--- src/common/pgm_defs.svh ---
// constants of the pin gating and probe mux block: offsets, field positions,
// reset values and selector limits.
// assumes a byte-addressed register port of 8 address bits and 32 data bits.
`ifndef PGM_DEFS_SVH
`define PGM_DEFS_SVH

// ****************************************************************
// register offsets (byte addresses)
// ****************************************************************
`define PGM_OFS_CTRL0        8'h00
`define PGM_OFS_CTRL1        8'h04
`define PGM_OFS_CTRL2        8'h08
`define PGM_OFS_STATUS       8'h3C

// ****************************************************************
// control 0 field positions
// ****************************************************************
`define PGM_BIT_SESSION_SW   19
`define PGM_BIT_SESSION_SRC  18
`define PGM_BIT_OUT_RST      14
`define PGM_BIT_IN_PWR       13
`define PGM_BIT_OUT_PWR      12
`define PGM_BIT_IN_BAT       11
`define PGM_BIT_OUT_BAT      10

// ****************************************************************
// control 2 field positions and selector limits
// ****************************************************************
`define PGM_DMA_SEL_HI       18
`define PGM_DMA_SEL_LO       13
`define PGM_IRQ_SEL_HI       12
`define PGM_IRQ_SEL_LO       6
`define PGM_DMA_SEL_MAX      50
`define PGM_IRQ_SEL_MAX      101

// ****************************************************************
// status field positions
// ****************************************************************
`define PGM_BIT_ST_SESSION   0
`define PGM_BIT_ST_DMA_ON    1
`define PGM_BIT_ST_IRQ_ON    2

// ****************************************************************
// reset values
// ****************************************************************
`define PGM_RST_CTRL0        7'h00
`define PGM_RST_DMA_SEL      6'h00
`define PGM_RST_IRQ_SEL      7'h00
`define PGM_RST_RDATA        32'h00000000

`endif

--- src/common/pgm_pkg.sv ---
// types of the pin gating and probe mux block.
// assumes pgm_defs.svh for the field positions used to fill them.
package pgm_pkg;

	// control 0 fields, in register bit order from 19 down to 10
	typedef struct packed {
		logic session_sw;   // software session level
		logic session_src;  // 1: software level drives the usb core
		logic out_gate_rst; // outputs and-gated with reset-out
		logic in_gate_pwr;  // inputs and-gated with comm pins
		logic out_gate_pwr; // outputs and-gated with comm pins
		logic in_gate_bat;  // inputs and-gated with battery-fail pin
		logic out_gate_bat; // outputs and-gated with battery-fail pin
	} pgm_ctrl0_type;

	// control 2 selectors
	typedef struct packed {
		logic [5:0] dma_sel; // dma request probe select
		logic [6:0] irq_sel; // interrupt probe select
	} pgm_probe_sel_type;

endpackage

--- src/rtl/pgm_and_gate.sv ---
// registered and-gate: data pass while every enabled gate level is high.
// assumes levels and data synchronous to clk_sys_i.
`timescale 1ns/1ps

module pgm_and_gate #(
	parameter int W = 8, // data width
	parameter int K = 2  // number of gate terms
) (
	input  wire logic         clk_sys_i,  // system clock
	input  wire logic         sys_rst_i,  // sync reset, active high
	input  wire logic [W-1:0] data_i,     // ungated data
	input  wire logic [K-1:0] gate_en_i,  // per-term enable
	input  wire logic [K-1:0] gate_lvl_i, // per-term gating level
	output logic      [W-1:0] data_o      // gated data, registered
);

	logic         pass;
	logic [W-1:0] data_ff;

	// a disabled term never blocks
	assign pass = &(~gate_en_i | gate_lvl_i);

	always_ff @(posedge clk_sys_i)
	begin
		if (sys_rst_i)
			data_ff <= '0;
		else
			data_ff <= pass ? data_i : '0;
	end

	assign data_o = data_ff;

endmodule

--- src/rtl/pgm_probe_mux.sv ---
// one probe pin: selector 0 or above SRC_N keeps the normal function,
// otherwise source bit sel-1 is driven out with the enable high.
// assumes sources synchronous to clk_sys_i.
`timescale 1ns/1ps

module pgm_probe_mux #(
	parameter int SRC_N = 50, // number of observable sources
	parameter int SEL_W = 6   // selector width
) (
	input  wire logic             clk_sys_i,  // system clock
	input  wire logic             sys_rst_i,  // sync reset, active high
	input  wire logic [SEL_W-1:0] sel_i,      // probe selector
	input  wire logic [SRC_N-1:0] src_i,      // source k at bit k-1
	input  wire logic             norm_out_i, // normal-function level
	input  wire logic             norm_oe_i,  // normal-function enable
	output logic                  pin_o,      // pin level, registered
	output logic                  pin_oe_o,   // pin enable, registered
	output logic                  probe_on_o  // probe active, registered
);

	logic             live;
	logic [SEL_W-1:0] idx;
	logic             out_ff;
	logic             oe_ff;
	logic             on_ff;

	// out-of-range codes fall back to normal function
	assign live = (sel_i != '0) && (sel_i <= SEL_W'(SRC_N));
	assign idx  = sel_i - SEL_W'(1);

	always_ff @(posedge clk_sys_i)
	begin
		if (sys_rst_i)
		begin
			out_ff <= 1'b0;
			oe_ff  <= 1'b0;
			on_ff  <= 1'b0;
		end
		else
		begin
			out_ff <= live ? src_i[idx] : norm_out_i;
			oe_ff  <= live | norm_oe_i;
			on_ff  <= live;
		end
	end

	assign pin_o      = out_ff;
	assign pin_oe_o   = oe_ff;
	assign probe_on_o = on_ff;

endmodule

--- src/rtl/pgm_top.sv ---
// pin gating and probe mux: usb session source, and-gating of chip pins,
// and two observability probes on spare uart pins.
// assumes all inputs synchronous to clk_sys_i and a simple register port.
//
// Contract
// - software session bit gives insertion or disconnection
// - bit 18 selects hardware or software session
// - bit 14 gates outputs with reset-out
// - bit 13 gates inputs with comm pins
// - bit 12 gates outputs with comm pins
// - bit 11 gates inputs with battery-fail pin
// - bit 10 gates outputs with battery-fail pin
// - control 0 acts in every mode
// - dma selector bits 18-13, values 0 to 50
// - dma values 1-19 probe dsp requests
// - dma values 20-50 probe system requests
// - irq selector bits 12-6, values 0 to 101
// - irq values 1-16 probe dsp level-2
// - irq values 17-37 probe dsp level-1
// - irq values 38-69 probe mpu level-1
// - irq values 70-101 probe mpu level-2
//
// Chosen here: the placing of the registers and the strobed register port.
`timescale 1ns/1ps
`include "pgm_defs.svh"

module pgm_top #(
	parameter int IN_W  = 8, // gated chip inputs
	parameter int OUT_W = 8  // gated chip outputs
) (
	input  wire logic             clk_sys_i,                   // system clock
	input  wire logic             sys_rst_i,                   // sync reset
	input  wire logic [7:0]       reg_addr_i,                  // byte address
	input  wire logic [31:0]      reg_wdata_i,                 // write data
	input  wire logic             reg_wr_i,                    // write strobe
	input  wire logic             reg_rd_i,                    // read strobe
	output logic      [31:0]      reg_rdata_o,                 // read data
	input  wire logic             usb_hw_session_i,            // hw detect
	output logic                  usb_session_o,               // to usb core
	input  wire logic             chip_reset_out_i,            // reset-out
	input  wire logic             comm_power_request_pin_i,    // comm req
	input  wire logic             comm_status_pin_i,           // comm status
	input  wire logic             battery_fail_fast_irq_pin_i, // batt fail
	input  wire logic [OUT_W-1:0] core_out_i,                  // core outputs
	output logic      [OUT_W-1:0] pad_out_o,                   // gated outputs
	input  wire logic [IN_W-1:0]  pad_in_i,                    // pad inputs
	output logic      [IN_W-1:0]  core_in_o,                   // gated inputs
	input  wire logic [19:1]      dsp_dma_req_i,               // dsp dma reqs
	input  wire logic [30:0]      sys_dma_req_i,               // system dma
	input  wire logic [15:0]      dsp_l2_irq_i,                // dsp level-2
	input  wire logic [20:0]      dsp_l1_irq_i,                // dsp level-1
	input  wire logic [31:0]      mpu_l1_irq_i,                // mpu level-1
	input  wire logic [31:0]      mpu_l2_irq_i,                // mpu level-2
	input  wire logic             first_probe_pin_i,           // pin level in
	output logic                  first_probe_pin_o,           // pin level out
	output logic                  first_probe_pin_oe_o,        // pin enable
	output logic                  uart_rx_o,                   // to uart rx
	input  wire logic             uart_tx_i,                   // uart tx level
	input  wire logic             uart_tx_oe_i,                // uart tx enable
	output logic                  second_probe_pin_o,          // pin level out
	output logic                  second_probe_pin_oe_o        // pin enable
);

	// ****************************************************************
	// register file
	// ****************************************************************
	pgm_pkg::pgm_ctrl0_type     ctrl0_ff;
	pgm_pkg::pgm_probe_sel_type sel_ff;
	logic [31:0]                rdata_ff;
	logic [31:0]                nxt_rdata;
	logic                       session_ff;
	logic                       dma_on;
	logic                       irq_on;

	function automatic logic sel_live(input logic [6:0] sel, input logic [6:0] max);
		sel_live = (sel != 7'h00) && (sel <= max);
	endfunction

	// reserved bits are dropped on write, so stray ones never act
	// reserved 17-15 split the fields, so the word is packed by hand
	always_ff @(posedge clk_sys_i)
	begin
		if (sys_rst_i)
			ctrl0_ff <= `PGM_RST_CTRL0;
		else if (reg_wr_i && reg_addr_i == `PGM_OFS_CTRL0)
			ctrl0_ff <= {reg_wdata_i[`PGM_BIT_SESSION_SW], reg_wdata_i[`PGM_BIT_SESSION_SRC],
			             reg_wdata_i[`PGM_BIT_OUT_RST:`PGM_BIT_OUT_BAT]};
	end

	always_ff @(posedge clk_sys_i)
	begin
		if (sys_rst_i)
		begin
			sel_ff.dma_sel <= `PGM_RST_DMA_SEL;
			sel_ff.irq_sel <= `PGM_RST_IRQ_SEL;
		end
		else if (reg_wr_i && reg_addr_i == `PGM_OFS_CTRL2)
		begin
			sel_ff.dma_sel <= reg_wdata_i[`PGM_DMA_SEL_HI:`PGM_DMA_SEL_LO];
			sel_ff.irq_sel <= reg_wdata_i[`PGM_IRQ_SEL_HI:`PGM_IRQ_SEL_LO];
		end
	end

	// control 1 holds nothing: it reads zero and ignores writes
	always_comb
	begin
		nxt_rdata = `PGM_RST_RDATA;
		case (reg_addr_i)
			`PGM_OFS_CTRL0:
			begin
				nxt_rdata[`PGM_BIT_SESSION_SW]               = ctrl0_ff.session_sw;
				nxt_rdata[`PGM_BIT_SESSION_SRC]              = ctrl0_ff.session_src;
				nxt_rdata[`PGM_BIT_OUT_RST:`PGM_BIT_OUT_BAT] = {ctrl0_ff.out_gate_rst,
					ctrl0_ff.in_gate_pwr, ctrl0_ff.out_gate_pwr, ctrl0_ff.in_gate_bat,
					ctrl0_ff.out_gate_bat};
			end
			`PGM_OFS_CTRL1:
				nxt_rdata = `PGM_RST_RDATA;
			`PGM_OFS_CTRL2:
			begin
				nxt_rdata[`PGM_DMA_SEL_HI:`PGM_DMA_SEL_LO] = sel_ff.dma_sel;
				nxt_rdata[`PGM_IRQ_SEL_HI:`PGM_IRQ_SEL_LO] = sel_ff.irq_sel;
			end
			`PGM_OFS_STATUS:
			begin
				nxt_rdata[`PGM_BIT_ST_SESSION] = session_ff;
				nxt_rdata[`PGM_BIT_ST_DMA_ON]  = dma_on;
				nxt_rdata[`PGM_BIT_ST_IRQ_ON]  = irq_on;
			end
			default:
				nxt_rdata = `PGM_RST_RDATA;
		endcase
	end

	// read data stand only in the cycle after the strobe
	always_ff @(posedge clk_sys_i)
	begin
		if (sys_rst_i)
			rdata_ff <= `PGM_RST_RDATA;
		else if (reg_rd_i)
			rdata_ff <= nxt_rdata;
		else
			rdata_ff <= `PGM_RST_RDATA;
	end

	assign reg_rdata_o = rdata_ff;

	// ****************************************************************
	// usb session source
	// ****************************************************************
	// no compatibility-mode qualifier: control 0 always acts
	always_ff @(posedge clk_sys_i)
	begin
		if (sys_rst_i)
			session_ff <= 1'b0;
		else if (ctrl0_ff.session_src)
			session_ff <= ctrl0_ff.session_sw;
		else
			session_ff <= usb_hw_session_i;
	end

	assign usb_session_o = session_ff;

	// ****************************************************************
	// and-gating of chip inputs and outputs
	// ****************************************************************
	pgm_and_gate #(
		.W (IN_W),
		.K (3)
	) u_in_gate (
		.clk_sys_i  (clk_sys_i),
		.sys_rst_i  (sys_rst_i),
		.data_i     (pad_in_i),
		.gate_en_i  ({ctrl0_ff.in_gate_pwr, ctrl0_ff.in_gate_pwr,
		              ctrl0_ff.in_gate_bat}),
		.gate_lvl_i ({comm_power_request_pin_i, comm_status_pin_i,
		              battery_fail_fast_irq_pin_i}),
		.data_o     (core_in_o)
	);

	pgm_and_gate #(
		.W (OUT_W),
		.K (4)
	) u_out_gate (
		.clk_sys_i  (clk_sys_i),
		.sys_rst_i  (sys_rst_i),
		.data_i     (core_out_i),
		.gate_en_i  ({ctrl0_ff.out_gate_rst, ctrl0_ff.out_gate_pwr,
		              ctrl0_ff.out_gate_pwr, ctrl0_ff.out_gate_bat}),
		.gate_lvl_i ({chip_reset_out_i, comm_power_request_pin_i,
		              comm_status_pin_i, battery_fail_fast_irq_pin_i}),
		.data_o     (pad_out_o)
	);

	// ****************************************************************
	// observability probes
	// ****************************************************************
	logic [49:0]  dma_src;
	logic [100:0] irq_src;

	// bit k-1 carries selector code k
	assign dma_src = {sys_dma_req_i, dsp_dma_req_i};
	assign irq_src = {mpu_l2_irq_i, mpu_l1_irq_i, dsp_l1_irq_i, dsp_l2_irq_i};

	// first pin is normally an input, so its normal enable is low
	pgm_probe_mux #(
		.SRC_N (`PGM_DMA_SEL_MAX),
		.SEL_W (6)
	) u_dma_probe (
		.clk_sys_i  (clk_sys_i),
		.sys_rst_i  (sys_rst_i),
		.sel_i      (sel_ff.dma_sel),
		.src_i      (dma_src),
		.norm_out_i (1'b0),
		.norm_oe_i  (1'b0),
		.pin_o      (first_probe_pin_o),
		.pin_oe_o   (first_probe_pin_oe_o),
		.probe_on_o (dma_on)
	);

	// uart sees an idle line while its pin is borrowed
	assign uart_rx_o = dma_on ? 1'b1 : first_probe_pin_i;

	pgm_probe_mux #(
		.SRC_N (`PGM_IRQ_SEL_MAX),
		.SEL_W (7)
	) u_irq_probe (
		.clk_sys_i  (clk_sys_i),
		.sys_rst_i  (sys_rst_i),
		.sel_i      (sel_ff.irq_sel),
		.src_i      (irq_src),
		.norm_out_i (uart_tx_i),
		.norm_oe_i  (uart_tx_oe_i),
		.pin_o      (second_probe_pin_o),
		.pin_oe_o   (second_probe_pin_oe_o),
		.probe_on_o (irq_on)
	);

	// ****************************************************************
	// assertions
	// ****************************************************************
	logic       dma_pick;
	logic       irq_pick;
	logic [5:0] dma_idx;
	logic [6:0] irq_idx;
	logic       any_out_gate;

	assign dma_idx      = sel_ff.dma_sel - 6'h01;
	assign irq_idx      = sel_ff.irq_sel - 7'h01;
	assign dma_pick     = dma_src[dma_idx];
	assign irq_pick     = irq_src[irq_idx];
	assign any_out_gate = ctrl0_ff.out_gate_rst | ctrl0_ff.out_gate_pwr |
	                      ctrl0_ff.out_gate_bat;
endmodule

--- config.mk ---
export PLATFORM = sky130hd
export DESIGN_NAME = pgm_top
export DESIGN_NICKNAME = d
export VERILOG_FILES = /design/src/common/pgm_pkg.sv /design/src/rtl/pgm_and_gate.sv /design/src/rtl/pgm_probe_mux.sv /design/src/rtl/pgm_top.sv
export VERILOG_INCLUDE_DIRS = /design/src /design/src/common
export SDC_FILE = /design/constraint.sdc
export NUM_CORES = 1
export LEC_CHECK = 0
export BUFFER_PORTS_ARGS = -buffer_cell sky130_fd_sc_hd__buf_2
export CAP_MARGIN = 0
export CORE_MARGIN = 2
export CORE_UTILIZATION = 39
export CTS_CLUSTER_DIAMETER = 30
export DETAILED_ROUTE_END_ITERATION = 10
export GPL_TIMING_DRIVEN = 0
export PLACE_DENSITY = 0.77
export SLEW_MARGIN = 0
export SYNTH_ARGS = -nofsm -noshare
export SYNTH_HDL_FRONTEND = slang
export SYNTH_HIERARCHICAL = 1
export SYNTH_SLANG_ARGS = --single-unit
--- constraint.sdc ---
create_clock -name clk_sys_i -period 3.2 [get_ports clk_sys_i]
set_input_delay 0.8 -clock clk_sys_i [delete_from_list [all_inputs] [get_ports clk_sys_i]]
set_output_delay 0.8 -clock clk_sys_i [all_outputs]
set_load 0.005 [all_outputs]
## Word-level counts from Yosys, hierarchy flattened

Index checks and enable logic that the tools add are counted.

- Register bits after elaboration: 74
- Bits of input ports: 219
- Output and inout bits: 54
- Logic and storage cells: 67

- Add/subtract/negate cells: 2
- Order comparisons: 4
- Eq/ne operators: 2
- Multiplexer cells: 9
- Bitwise gates (word level): 12
- Reductions and logical operators: 16

Operator list:

| cell | number |
|---|---|
| one-hot mux 5 bit (2 select lines) | 1 |
| OR reduction 3 bit | 3 |
| == test 8 x 4 -> 1 bit (second input constant) | 1 |
| == test 8 x 6 -> 1 bit (second input constant) | 1 |
| logical NOT 8 bit | 1 |
| less-than comparator 7 x 8 -> 1 bit (second input constant) | 1 |
| OR reduction 2 bit | 4 |
| binary-select mux 1 bit (select 7 bit) | 1 |
| <= comparator 7 bit (second input constant) | 1 |
| less-than comparator 6 x 7 -> 1 bit (second input constant) | 1 |
| inverter 1 bit | 7 |
| nonzero test 7 bit | 1 |
| subtractor 7 x 1 -> 7 bit (second input constant) | 1 |
| binary-select mux 1 bit (select 6 bit) | 1 |
| <= comparator 6 bit (second input constant) | 1 |
| nonzero test 6 bit | 1 |
| subtractor 6 x 1 -> 6 bit (second input constant) | 1 |
| 2-to-1 mux 1 bit | 5 |
| logical AND 1 bit | 4 |
| inverter 4 bit | 1 |
| bitwise OR 4 bit | 1 |
| AND reduction 4 bit | 1 |
| inverter 3 bit | 1 |
| bitwise OR 3 bit | 1 |
| other kinds (3) | 3 |

## Depth between registers and ports, before layout

- Depth in word-level cells: 5
- Depth in mapped cells: 12

## By module

The synthesis kept the hierarchy.

By module, submodules not included:

| module | instances | cells each | area each (um^2) | seq. area each (um^2) |
|---|---|---|---|---|
| pgm_top | 1 | 158 | 1595.3 | 760.7 |
| pgm_probe_mux at u_irq_probe | 1 | 120 | 1287.5 | 60.1 |
| pgm_probe_mux at u_dma_probe | 1 | 71 | 689.4 | 60.1 |
| pgm_and_gate at u_in_gate | 1 | 30 | 364.1 | 160.2 |
| pgm_and_gate at u_out_gate | 1 | 23 | 341.6 | 160.2 |

## Worst setup path after synthesis

OpenSTA, ideal clock, no wires.

- Path kind: register -> register
- Start: register sel_ff[0] (netlist name)
- End: register u_irq_probe.out_ff (netlist: u_irq_probe/pin_o)
- Arrival: 2856 ps
- Path slack: 224 ps
- Stages on the path, launching flop included: 12
- Buffers on the path: 4
- Clock period less this slack: 2976 ps
- Cells stage by stage: dfxtp_1 > buf_6 > buf_2 > inv_1 > ha_1 > buf_4 > clkbuf_1 > mux4_2 > and2b_1 > a2111oi_0 > nor3_1 > a211o_1

- Longest elaborated chain between the ends: 4

RTL lines:

| what | line | RTL |
|---|---|---|
| from (decl) | pgm_top.sv:68 | `pgm_pkg::pgm_probe_sel_type sel_ff;` |
| subtractor 7 x 1 -> 7 bit | pgm_probe_mux.sv:29 | `assign idx = sel_i - SEL_W'(1);` |
| binary-select mux 1 bit (select 7 bit) | pgm_probe_mux.sv:41 | `out_ff <= live ? src_i[idx] : norm_out_i;` |
| 2-to-1 mux 1 bit (implied by the code) | pgm_probe_mux.sv:41 |  |
| 2-to-1 mux 1 bit (*) | pgm_probe_mux.sv:41 |  |
| to (signal assigned) | pgm_probe_mux.sv:41 |  |
| to (decl) | pgm_probe_mux.sv:23 | `logic out_ff;` |

Every way passes the cells marked *; elsewhere a longest branch is shown, timed or not. The select of a mux whose other input is x is not followed.
A chain may end at the register's enable or synchronous reset.

## Final worst setup path

Ends and elaborated chain as after synthesis.

==> flow_summary.toml <==
[detailed_routing]
wl_met1_um = 4770
final_antenna_net_count = 0
wl_um = 12300
wl_per_cell_um = 15.1
route.met2.wl_um = 6540
drtIter0Drc = 107
vias_per_cell = 5.07
vias = 4151
met3_length_um = 784
drc = 0
top_layer_used = "met4"
drt-pass1-iter-count = 4

[global_routing]
grt_antenna_before_repair = 1
grt-ovfl-total = 0
grtUsageTotal = 0.207
grt_max_degree = 28
grt_pass1_vias = 4181
grt_pass1_wl_um = 19200

[synth]
ys_seq_area_frac = 0.281
synthSimpleGateAreaFrac = 0.249
syn_area_sq_um = 4280
ys_seq_elements = 60
synth_fa_ha_area_frac = 0.0146
synthCells = 402
synth_flop_cell = "dfxtp_1"
synthXorXnorAreaFrac = 0.0287
yosysWarnings = 6
async_reset_ff_frac = 0
synthMuxAreaShare = 0.284
synth.avg_cell_area_sq_um = 10.6
synth_compound_area_frac = 0.0693
synth-edff-count = 0
synth_top_family_by_area = "multiplexers"
ys_types = 60

[pwr]
leakagePower_nw = 2.79
vdd_drop_max_mv = 0.191
power_density_nw_per_um2 = 303

[sta]
setup_viol = 0
fin_ws_ps = 190
timing.setup.tns_ps = 0
fin_crit_sh = 0.941
max_clock_freq_mhz = 332
report.final.slew_viol_count = 0
hold_violations = 0
rsz0062_at_grt = "no"
relSlewSlack = 0.592
max_slew.worst_pin.slew_ps = 613
layout_min_cycle_time_ps = 3010
hold_ws_ps = 419
finClkSkew_ps = 9.56

[critical_path]
worstSetupStartpointType = "register"
critPathMaxFanout = 10
worstSetupPathType = "reg2reg"
ff2ff_path_depth = 10
ff2ff_setup_slack_ps = 190
reg2reg_from = "sel_ff[0]$_SDFFE_PP0P_"
end_kind = "register"
worstPathRequired_ps = 3430
cp-startpoint = "sel_ff[0]$_SDFFE_PP0P_"
arrival_ps = 3230
r2r-end = "u_irq_probe/pin_o$_SDFF_PP0_"

[floorplan]
initial_utilization = 0.396
dieArea_sq_um = 11800
die_w_um = 109
core_sq_um = 10800
rows = 38
die_h_um = 109
ios = 273

[placed_design]
dp_hpwl_um = 10200
dp_slack_ps = -338
port_buffers = 239
place_congestion = 0.828
dp.cells = 797

[cells_and_area]
area_delta_synth_final_pct = 41.1
fin_cells = 819
seq_area_sq_um = 1200
fin_util = 0.559
drive_gt1_frac = 0.525
final_nets = 897
multi_input_area_sq_um = 2850
fill_cells = 968

[clock_network]
cts-hold-fix-buffers = 0
cts_buffers = 9
clkLatencyLatePin_ps = 330
cts_tree = "built"
ctsHtreeMaxLevel = 3
cts.sinks = 60
clk_path_buf_depth = 2
cts-root-buf = "clkbuf_8"
path_clk_slew_ps = 70

[run_status]
outcome = "finished clean"

[min_path]
hold_class = "reg2reg"
hold_path_end = "reg_rdata_o[2]$_SDFF_PP0_"
hp-start = "u_irq_probe/probe_on_o$_SDFF_PP0_"
whs_path_depth = 2

[flow_run]
drv_cap = 0
## layout by cell type, fill, tap and decap left out, types with 4 or more instances in the layout
master,Yosys,layout
clkbuf_8,0,11
buf_6,5,5
buf_2,7,245
and2_1,8,8
nand3_1,4,4
mux4_2,26,26
a2111oi_0,7,4
nor2b_1,9,9
nor4_2,10,10
mux2i_1,41,40
xor2_1,4,4
a2111oi_1,1,4
xnor2_1,5,5
and3_1,4,4
nor4_1,5,5
dfxtp_1,60,59
nor3_1,5,5
buf_4,18,24
nor4b_2,8,8
nand2_1,8,8
nand2b_1,46,46
o21ai_0,8,8
ha_1,5,4
a21oi_1,6,6
conb_1,1,17
clkbuf_1,8,6
or3_1,5,5
nor2_1,27,27
mux4_1,7,7
inv_1,12,11
## registers in the layout, summed over array words and instances (netlist names)
| signal | cells |
|---|---|
| u_dma_probe/pin_o | 1 |
| reg_rdata_o | 17 |
| u_out_gate/data_o | 8 |
| sel_ff | 13 |
| u_dma_probe/pin_oe_o | 1 |
| u_irq_probe/pin_oe_o | 1 |
| usb_session_o | 1 |
| ctrl0_ff | 7 |
| u_dma_probe/probe_on_o | 1 |
| u_in_gate/data_o | 8 |
| u_irq_probe/pin_o | 1 |
| u_irq_probe/probe_on_o | 1 |
## power breakdown
part,internal [mW],switching [mW]
Combinational,0.174,0.0966
Clock,0.482,0.308
Sequential,0.761,0.00380
Total,1.42,0.408
## cells in the mapped netlist, drive strengths merged, types with 4 or more instances
master / number / area (sq um)
dfxtp: 60 / 1200
nand2b: 48 / 310
mux2i: 41 / 410
mux4: 33 / 769
buf: 31 / 230
nor2: 27 / 101
nor4: 15 / 156
inv: 12 / 45.0
nor2b: 10 / 70.1
a2111oi: 9 / 86.3
clkbuf: 9 / 35.0
and2: 8 / 50.1
nand2: 8 / 30.0
nor4b: 8 / 120
o21ai: 8 / 40.0
a21oi: 6 / 30.0
nor3: 6 / 35.0
or3: 6 / 42.5
xor2: 6 / 78.8
ha: 5 / 62.6
xnor2: 5 / 43.8
and3: 4 / 25.0
nand3: 4 / 20.0
## critical path: stages (launching register included)
cell,delay (ps)
dfxtp_2,410
buf_6,200
buf_4,220
inv_1,110
ha_1,290
buf_4,170
clkbuf_4,230
mux4_2,310
a2111oi_1,550
o32ai_1,170
a211o_1,240
## cell type report
| class | count | share of cell area |
|---|---|---|
| buffer | 40 | 0.0458 |
| multi-input combinational | 306 | 0.472 |
| inverter | 12 | 0.00809 |
| sequential | 60 | 0.199 |
| clock buffer | 11 | 0.0251 |
| timing repair buffer | 244 | 0.207 |
| tap | 140 | 0.0290 |
| antenna | 1 | 0.000415 |
| clock inverter | 5 | 0.0139 |
## per-stage QoR
stage | power (mW) | cell area, sq um
6_report | 1.83 | 6030
2_1_floorplan | 0.896 | 4340
3_5_place_dp | 1.05 | 5710
3_3_place_gp | 1.04 | 5710
4_1_cts | 1.85 | 6000
5_1_grt | 1.91 | 6030
## logic make-up after synthesis
kind of cell,Yosys count
xor+xnor,11
simple gates,158
other cells,1
mux,77
buf+inv,52
flops,60
compound gates,38
fa+ha+maj,5
## how the worst max path moves through the flow
| stage | slack [ps] | end |
|---|---|---|
| 2_1_floorplan | 220 | u_irq_probe/pin_o$_SDFF_PP0_ |
| 3_3_place_gp | -330 | u_irq_probe/pin_o$_SDFF_PP0_ |
| 3_5_place_dp | -340 | u_irq_probe/pin_o$_SDFF_PP0_ |
| 4_1_cts | 4 | u_irq_probe/pin_o$_SDFF_PP0_ |
| 5_1_grt | 7 | u_irq_probe/pin_o$_SDFF_PP0_ |
| 6_report | 190 | u_irq_probe/pin_o$_SDFF_PP0_ |
## layer usage
metal	up-vias	global-route usage
met5	-	0
met4	0	0.0668
met3	20	0.0395
met2	173	0.395
met1	1950	0.230
li1	2008	-
## repair_timing
item	CTS	global route
pin swaps	0	1
resized for setup	8	7
gates cloned	0	0
buffers inserted	3	2
setup endpoints to repair	2	2
Power figures use the tool's default switching activity.
